### config.mk
export PLATFORM = sky130hd
export DESIGN_NAME = mcs_scope_unit
export DESIGN_NICKNAME = d
export VERILOG_FILES = /design/src/shared/mcs_pkg.sv /design/src/logic/mcs_scope_unit.sv
export VERILOG_INCLUDE_DIRS = /design/src /design/src/shared
export SDC_FILE = /design/constraint.sdc
export NUM_CORES = 1
export LEC_CHECK = 0
export ABC_CLOCK_PERIOD_IN_PS = 5600
export BUFFER_PORTS_ARGS = -buffer_cell sky130_fd_sc_hd__buf_4
export CORE_ASPECT_RATIO = 1.2
export CORE_MARGIN = 1.5
export CORE_UTILIZATION = 35
export CTS_CLUSTER_SIZE = 10
export DETAILED_ROUTE_END_ITERATION = 10
export SLEW_MARGIN = 20
export SYNTH_ARGS = -nofsm -noshare
export SYNTH_HDL_FRONTEND = slang
export SYNTH_SLANG_ARGS = --single-unit
### constraint.sdc
create_clock -name ref_clk -period 5.6 [get_ports ref_clk]
set_input_delay 1.12 -clock ref_clk [delete_from_list [all_inputs] [get_ports ref_clk]]
set_output_delay 1.12 -clock ref_clk [all_outputs]
set_load 0.02 [all_outputs]
### src/shared/mcs_params.svh
// Constants for the machine-check error scope unit.
// Assumes a single 50 MHz core clock and synchronous active-high reset.
`ifndef MCS_PARAMS_SVH
`define MCS_PARAMS_SVH
`define MCS_NUM_BANKS 4
`define MCS_BANK_W 2
`define MCS_BANK_COUNT_RST 2'h0
`define MCS_VECTOR 8'h12
`define MCS_VECTOR_W 8
`endif

### src/shared/mcs_pkg.sv
// Types for the machine-check error scope unit.
// Assumes the constants header is included by users.
package mcs_pkg;
  typedef enum logic [2:0] {
    MCS_SCOPE_NONE,
    MCS_SCOPE_FATAL,
    MCS_SCOPE_RECOVERABLE,
    MCS_SCOPE_CONTAINABLE,
    MCS_SCOPE_DEFERRED,
    MCS_SCOPE_CORRECTED,
    MCS_SCOPE_UNCLASSIFIED
  } mcs_scope_t;
endpackage
### src/logic/mcs_scope_unit.sv
// Machine-check error scope unit: per-bank logging, scope classification,
// exception raise and shutdown decision.
// Assumes error reports and software clears are synchronous single-cycle pulses.
`timescale 1ns/1ps
`include "mcs_params.svh"

module mcs_scope_unit (
  input wire logic ref_clk,
  input wire logic rst,
  input wire logic clk_en,
  input wire logic check_exception_enable,
  input wire logic overflow_recovery_capable,
  input wire logic err_report,
  input wire logic [`MCS_BANK_W-1:0] err_bank,
  input wire logic err_context_corrupt,
  input wire logic err_uncorrected_flag,
  input wire logic err_deferred,
  input wire logic err_poison,
  input wire logic err_overflow,
  input wire logic err_address_log_valid,
  input wire logic err_misc_log_valid,
  input wire logic err_restart_ip_valid,
  input wire logic err_error_ip_valid,
  input wire logic bank_clear,
  input wire logic [`MCS_BANK_W-1:0] clear_bank,
  input wire logic in_progress_clear,
  input wire logic [`MCS_BANK_W-1:0] view_bank,
  output logic [`MCS_NUM_BANKS-1:0] log_valid,
  output logic address_log_valid,
  output logic misc_log_valid,
  output mcs_pkg::mcs_scope_t scope,
  output logic recovery_possible,
  output logic restart_ip_valid,
  output logic error_ip_valid,
  output logic check_in_progress,
  output logic exception_req,
  output logic [`MCS_VECTOR_W-1:0] exception_vector,
  output logic shutdown
);
  import mcs_pkg::*;

  // ==========================================================
  // Per-bank log storage
  // ==========================================================
  logic [`MCS_NUM_BANKS-1:0] pcc_q, uc_q, def_q, poi_q, ovf_q, av_q, mv_q;
  logic [`MCS_NUM_BANKS-1:0] val_q;
  logic raise_d;
  logic stop_d;

  genvar gi;
  generate
    for (gi = 0; gi < `MCS_NUM_BANKS; gi++)
    begin : g_bank
      logic hit_w;
      logic clr_w;
      assign hit_w = err_report && (err_bank == `MCS_BANK_W'(gi));
      assign clr_w = bank_clear && (clear_bank == `MCS_BANK_W'(gi));
      always_ff @(posedge ref_clk)
      begin
        if (rst)
        begin
          val_q[gi] <= 1'b0;
          pcc_q[gi] <= 1'b0;
          uc_q[gi] <= 1'b0;
          def_q[gi] <= 1'b0;
          poi_q[gi] <= 1'b0;
          ovf_q[gi] <= 1'b0;
          av_q[gi] <= 1'b0;
          mv_q[gi] <= 1'b0;
        end
        else if (clk_en)
        begin
          if (hit_w)
          begin
            // New error wins over a same-cycle clear
            val_q[gi] <= 1'b1;
            pcc_q[gi] <= err_context_corrupt;
            uc_q[gi] <= err_uncorrected_flag;
            def_q[gi] <= err_deferred;
            poi_q[gi] <= err_poison;
            ovf_q[gi] <= err_overflow | (val_q[gi] & ~clr_w);
            av_q[gi] <= err_address_log_valid;
            mv_q[gi] <= err_misc_log_valid;
          end
          else if (clr_w)
          begin
            val_q[gi] <= 1'b0;
            pcc_q[gi] <= 1'b0;
            uc_q[gi] <= 1'b0;
            def_q[gi] <= 1'b0;
            poi_q[gi] <= 1'b0;
            ovf_q[gi] <= 1'b0;
            av_q[gi] <= 1'b0;
            mv_q[gi] <= 1'b0;
          end
        end
      end
    end
  endgenerate

  always_ff @(posedge ref_clk)
  begin
    if (rst)
      log_valid <= '0;
    else if (clk_en)
      log_valid <= val_q;
  end

  // ==========================================================
  // Global instruction-pointer qualifiers
  // ==========================================================
  // Restart and error pointer qualifiers
  always_ff @(posedge ref_clk)
  begin
    if (rst)
    begin
      restart_ip_valid <= 1'b0;
      error_ip_valid <= 1'b0;
    end
    else if (clk_en && raise_d)
    begin
      restart_ip_valid <= err_restart_ip_valid;
      error_ip_valid <= err_error_ip_valid;
    end
  end

  // ==========================================================
  // Scope classification of the viewed bank
  // ==========================================================
  logic v_val, v_pcc, v_uc, v_def, v_poi, v_ovf;
  mcs_scope_t scope_d;
  assign v_val = val_q[view_bank];
  assign v_pcc = pcc_q[view_bank];
  assign v_uc = uc_q[view_bank];
  assign v_def = def_q[view_bank];
  assign v_poi = poi_q[view_bank];
  assign v_ovf = ovf_q[view_bank];

  always_comb
  begin
    scope_d = MCS_SCOPE_UNCLASSIFIED;
    if (!v_val)
      scope_d = MCS_SCOPE_NONE;
    else if (v_pcc && v_uc)
      scope_d = MCS_SCOPE_FATAL;
    else if (!v_pcc && v_uc && restart_ip_valid && error_ip_valid)
      scope_d = MCS_SCOPE_RECOVERABLE;
    else if (!v_pcc && v_uc && !restart_ip_valid)
      scope_d = MCS_SCOPE_CONTAINABLE;
    else if (!v_pcc && !v_uc && v_def && !v_poi)
      scope_d = MCS_SCOPE_DEFERRED;
    else if (!v_pcc && !v_uc && !v_def && !v_poi)
      scope_d = MCS_SCOPE_CORRECTED;
    else
      scope_d = MCS_SCOPE_UNCLASSIFIED;
  end

  always_ff @(posedge ref_clk)
  begin
    if (rst)
    begin
      scope <= MCS_SCOPE_NONE;
      recovery_possible <= 1'b0;
      address_log_valid <= 1'b0;
      misc_log_valid <= 1'b0;
    end
    else if (clk_en)
    begin
      scope <= scope_d;
      recovery_possible <= v_val && !v_pcc && !(v_ovf && !overflow_recovery_capable);
      address_log_valid <= av_q[view_bank];
      misc_log_valid <= mv_q[view_bank];
    end
  end

  // ==========================================================
  // Exception raise and shutdown
  // ==========================================================
  // Only uncorrected errors raise
  assign raise_d = err_report && err_uncorrected_flag && !shutdown;
  assign stop_d = raise_d && (check_in_progress || !check_exception_enable);

  always_ff @(posedge ref_clk)
  begin
    if (rst)
      check_in_progress <= 1'b0;
    else if (clk_en)
    begin
      if (raise_d && check_exception_enable)
        check_in_progress <= 1'b1;
      else if (in_progress_clear)
        check_in_progress <= 1'b0;
    end
  end

  always_ff @(posedge ref_clk)
  begin
    if (rst)
      shutdown <= 1'b0;
    else if (clk_en && stop_d)
      shutdown <= 1'b1;
  end

  always_ff @(posedge ref_clk)
  begin
    if (rst)
    begin
      exception_req <= 1'b0;
      exception_vector <= '0;
    end
    else if (clk_en)
    begin
      exception_req <= raise_d && !stop_d;
      exception_vector <= `MCS_VECTOR;
    end
  end

  // ==========================================================
  // Assertions
  // ==========================================================
  property p_fatal;
    @(posedge ref_clk) disable iff (rst)
      clk_en && v_val && v_pcc && v_uc |=> scope == MCS_SCOPE_FATAL;
  endproperty
  a_fatal: assert property (p_fatal) else $error("fatal scope missed");

  property p_contain;
    @(posedge ref_clk) disable iff (rst)
      clk_en && v_val && !v_pcc && v_uc && !restart_ip_valid
      |=> scope == MCS_SCOPE_CONTAINABLE;
  endproperty
  a_contain: assert property (p_contain) else $error("containable scope missed");

  property p_corrected;
    @(posedge ref_clk) disable iff (rst)
      clk_en && v_val && !v_pcc && !v_uc && !v_def && !v_poi
      |=> scope == MCS_SCOPE_CORRECTED;
  endproperty
  a_corrected: assert property (p_corrected) else $error("corrected scope missed");

  property p_no_raise_corr;
    @(posedge ref_clk) disable iff (rst)
      clk_en && err_report && !err_uncorrected_flag |=> !exception_req;
  endproperty
  a_no_raise_corr: assert property (p_no_raise_corr) else $error("raised on corrected");

  property p_second;
    @(posedge ref_clk) disable iff (rst)
      clk_en && check_in_progress && raise_d |=> shutdown && !exception_req;
  endproperty
  a_second: assert property (p_second) else $error("no shutdown on nested check");

  property p_disabled;
    @(posedge ref_clk) disable iff (rst)
      clk_en && raise_d && !check_exception_enable |=> shutdown ##1 shutdown;
  endproperty
  a_disabled: assert property (p_disabled) else $error("no shutdown when disabled");

  property p_recov;
    @(posedge ref_clk) disable iff (rst)
      clk_en && v_pcc |=> !recovery_possible;
  endproperty
  a_recov: assert property (p_recov) else $error("recovery claimed when corrupt");

  property p_relog;
    @(posedge ref_clk) disable iff (rst)
      clk_en && err_report |=> clk_en [*1] |=> log_valid[$past(err_bank, 2)];
  endproperty
  a_relog: assert property (p_relog) else $error("log not recorded");

  c_fatal: cover property (@(posedge ref_clk) scope == MCS_SCOPE_FATAL);
  c_exc: cover property (@(posedge ref_clk) exception_req);
  c_shut: cover property (@(posedge ref_clk) $rose(shutdown));
endmodule // mcs_scope_unit

==> results.tsv <==
stage	metric	value	unit
clocking	clock_latency	0.31	ns
clocking	cts_setup_buffers	0	
logic_synthesis	synth_warnings	0	
finish	antenna_cells	0	
sta	finalMaxSlewViolations	0	
logic_synthesis	synth-compound-area-share	12.6	%
logic_synthesis	synth_area	0.00209	mm^2
floorplan	coreArea	0.00571	mm^2
logic_synthesis	synth.area.mux_share	13.5	%
drt	drc	0	
floorplan	fp.dieW	73.5	um
setup_path	cpMostUsedCell	nand2_1	
flow_run	maxCapViolations	0	
sta	fin_crit_sh	41.5	%
power_and_ir_drop	vdd_drop_max	0.108	mV
setup_path	crit_type	in -> reg	
sta	worstMarginPinSlew	1.01	ns
logic_synthesis	seq_area_frac_synth	46.0	%
clocking	cts_max_path_buffers	2	
clocking	numCtsBuffers	5	
power_and_ir_drop	power.density	258	mW/mm^2
setup_path	r2r_setup_slack	4.02	ns
sta	rsz0062_at_grt	no	
clocking	clock_sinks	48	
logic_synthesis	yosys.area_share.adder	0	%
placed_design	globalplace.congestion	0.832	
setup_path	cp-start-kind	input port	
clocking	h-tree-depth	2	
floorplan	start_util	36.6	%
clocking	cts_resized	0	
floorplan	io_pins	46	
setup_path	critPathSlowestCell	nor3_1	
setup_path	cp.required	5.83	ns
logic_synthesis	synth_xor_area_share	0	%
finish	layout_commonest_cell	dfxtp_1	
drt	viasPerCell	5.14	
sta	fin_crit	2.32	ns
logic_synthesis	synth-simple-area-share	22.1	%
sta	setup_violations	0	
clocking	root_buffer	clkbuf_8	
setup_path	cpPeakStageDelay	0.80	ns
sta	fin_skew	0.00966	ns
drt	antenna_left	0	
finish	final_cell_mix	48 x dfxtp_1, 39 x buf_4, 35 x a21oi_1	
finish	nNetsFinal	287	
global_routing	grt_usage	17.7	%
setup_path	startpoint	clk_en	
power_and_ir_drop	p_leak	0.967	nW
worst_hold_path	hold_class	reg -> reg	
drt	drtIter0Drc	149	
logic_synthesis	synth_top_family_by_area	simple AND/OR/NAND/NOR gates	
drt	dr.pass1.iters	4	
global_routing	antenna_found_initial	0	
setup_path	crit_arrival	2.55	ns
placed_design	port_buffers	39	
sta	setup-tns-final	0	ns
finish	final_core_util	43.6	%
clocking	path_clk_slew	0.09	ns
setup_path	r2r_cells	3	
clocking	postCtsHoldBufs	0	
finish	fillers	594	
logic_synthesis	yosysTopAreaCell	dfxtp_1	
drt	wl_per_cell	15.1	um
sta	fmax	431	MHz
finish	syn_to_final_growth	19.1	%
global_routing	grt_max_degree	47	
setup_path	r2r-end	scope[1]	
sta	slew_headroom	32.4	%
global_routing	grt_pass1_wl	8540	um
logic_synthesis	post-synth-top-area-fraction	46.0	%
logic_synthesis	syn_avg_cell_area	9.00	um^2
setup_path	critPathMaxFanout	18	
setup_path	crit_path_end_kind	flop	
setup_path	crit_chain	buf_4 -> nand2_1 -> nor3_1 -> nand2_1 -> a21oi_1	
floorplan	die-area	0.00644	mm^2
global_routing	grt.overflow.total	0	
placed_design	hpwl	3680	um
sta	hold_viol	0	
drt	via_count	1773	
finish	drive_gt1_share	18.5	%
logic_synthesis	yosysUniqueCellTypes	30	
setup_path	rr_startpoint	uc_q[3]	
status	status	finished clean	
logic_synthesis	syn_inst	232	
clocking	cts_tree	yes	
global_routing	grt_pass1_vias	1685	
drt	wl	5210	um
logic_synthesis	synthTopCellsByArea	dfxtp_1 46%, a21oi_1 8.4%, mux4_1 7.6%, nand3_1 7.0%, nand2_1 5.6%	
finish	seq_area	961	um^2
floorplan	rows	30	
floorplan	die_y	87.6	um
logic_synthesis	synth-seq-cells	48	
finish	multiInputGateArea	0.00103	mm^2
setup_path	crit_path_end	av_q[1]	
[Yosys cell counts]
| master | n |
|---|---|
| a211oi_1 | 4 |
| a21o_2 | 1 |
| a21oi_1 | 35 |
| a22o_1 | 3 |
| a22oi_1 | 1 |
| a32o_1 | 1 |
| and3b_1 | 1 |
| buf_1 | 3 |
| buf_2 | 2 |
| buf_4 | 7 |
| buf_6 | 1 |
| clkbuf_1 | 6 |
| conb_1 | 1 |
| dfxtp_1 | 48 |
| inv_1 | 2 |
| mux2i_1 | 8 |
| mux4_1 | 6 |
| mux4_2 | 2 |
| nand2_1 | 31 |
| nand2b_1 | 4 |
| nand3_1 | 29 |
| nand3b_1 | 1 |
| nand4_1 | 2 |
| nor2_1 | 19 |
| nor2b_1 | 2 |
| nor3_1 | 6 |
| nor3b_1 | 1 |
| nor4_1 | 1 |
| o21ai_0 | 1 |
| or3_1 | 3 |
[metal layers]
metal	wire length (um)	global-route usage (%)
met5	0	0
met3	217	3.22
met4	88	6.90
met1	2300	22.5
met2	2600	29.6
[flip-flops by register name (all words and copies together) (netlist names), 3 cells and up]
| register | count |
|---|---|
| pcc_q | 4 |
| ovf_q | 4 |
| def_q | 4 |
| mv_q | 4 |
| uc_q | 4 |
| poi_q | 4 |
| av_q | 4 |
| val_q | 4 |
| scope | 3 |
| log_valid | 4 |
[final cells by class]
type                    instances  area share (%)
inverters                       2           0.302
multi-input cells             168            41.4
repair buffers                 39            11.8
flip-flops and latches         48            38.7
well taps                      80            4.03
clock inverters                 1           0.302
clock buffers                   7            3.47
[cell families (layout without fill, tap and decap cells)]
| kind of cell | Yosys count | after routing |
|---|---|---|
| and+or+nand+nor | 100 | 100 |
| DFF | 48 | 48 |
| AOI/OAI and AO/OA | 46 | 46 |
| buffers and inverters | 21 | 49 |
| muxes | 16 | 16 |
| other | 1 | 6 |
[metrics by stage]
step	worst slack [ns]	total power, mW	hold WS, ns	instance area (um^2)	std cells
3_5_place_dp	2.94	0.433	0.457	2390	337
5_1_grt	3.02	0.672	0.491	2480	345
6_report	3.28	0.642	0.468	2480	345
2_1_floorplan	3.07	0.407	0.443	2110	237
4_1_cts	3.26	0.646	0.470	2480	345
3_3_place_gp	2.99	0.432	0.453	2390	337
[worst max-delay path: cells and delay by family]
kind                   cells  cell delay, ns
AND/OR/NAND/NOR            3            1.08
buffers and inverters      1            0.22
AO/OA/AOI/OAI              1            0.14
[where the power goes]
group	total [mW]	internal [mW]	leakage [nW]	switching (mW)
combinational	0.0704	0.0288	0.533	0.0415
clock	0.217	0.101	0.0445	0.117
sequential	0.354	0.349	0.389	0.00518
[how the worst min path moves through the flow]
stage,start,end,cells past startpoint
6_report,def_q[2],def_q[2],2
5_1_grt,def_q[2],def_q[2],2
4_1_cts,def_q[2],def_q[2],2
3_5_place_dp,def_q[2],def_q[2],2
3_3_place_gp,av_q[3],av_q[3],2
2_1_floorplan,av_q[1],av_q[1],2
No activity file was read; power rests on OpenSTA's default activity.
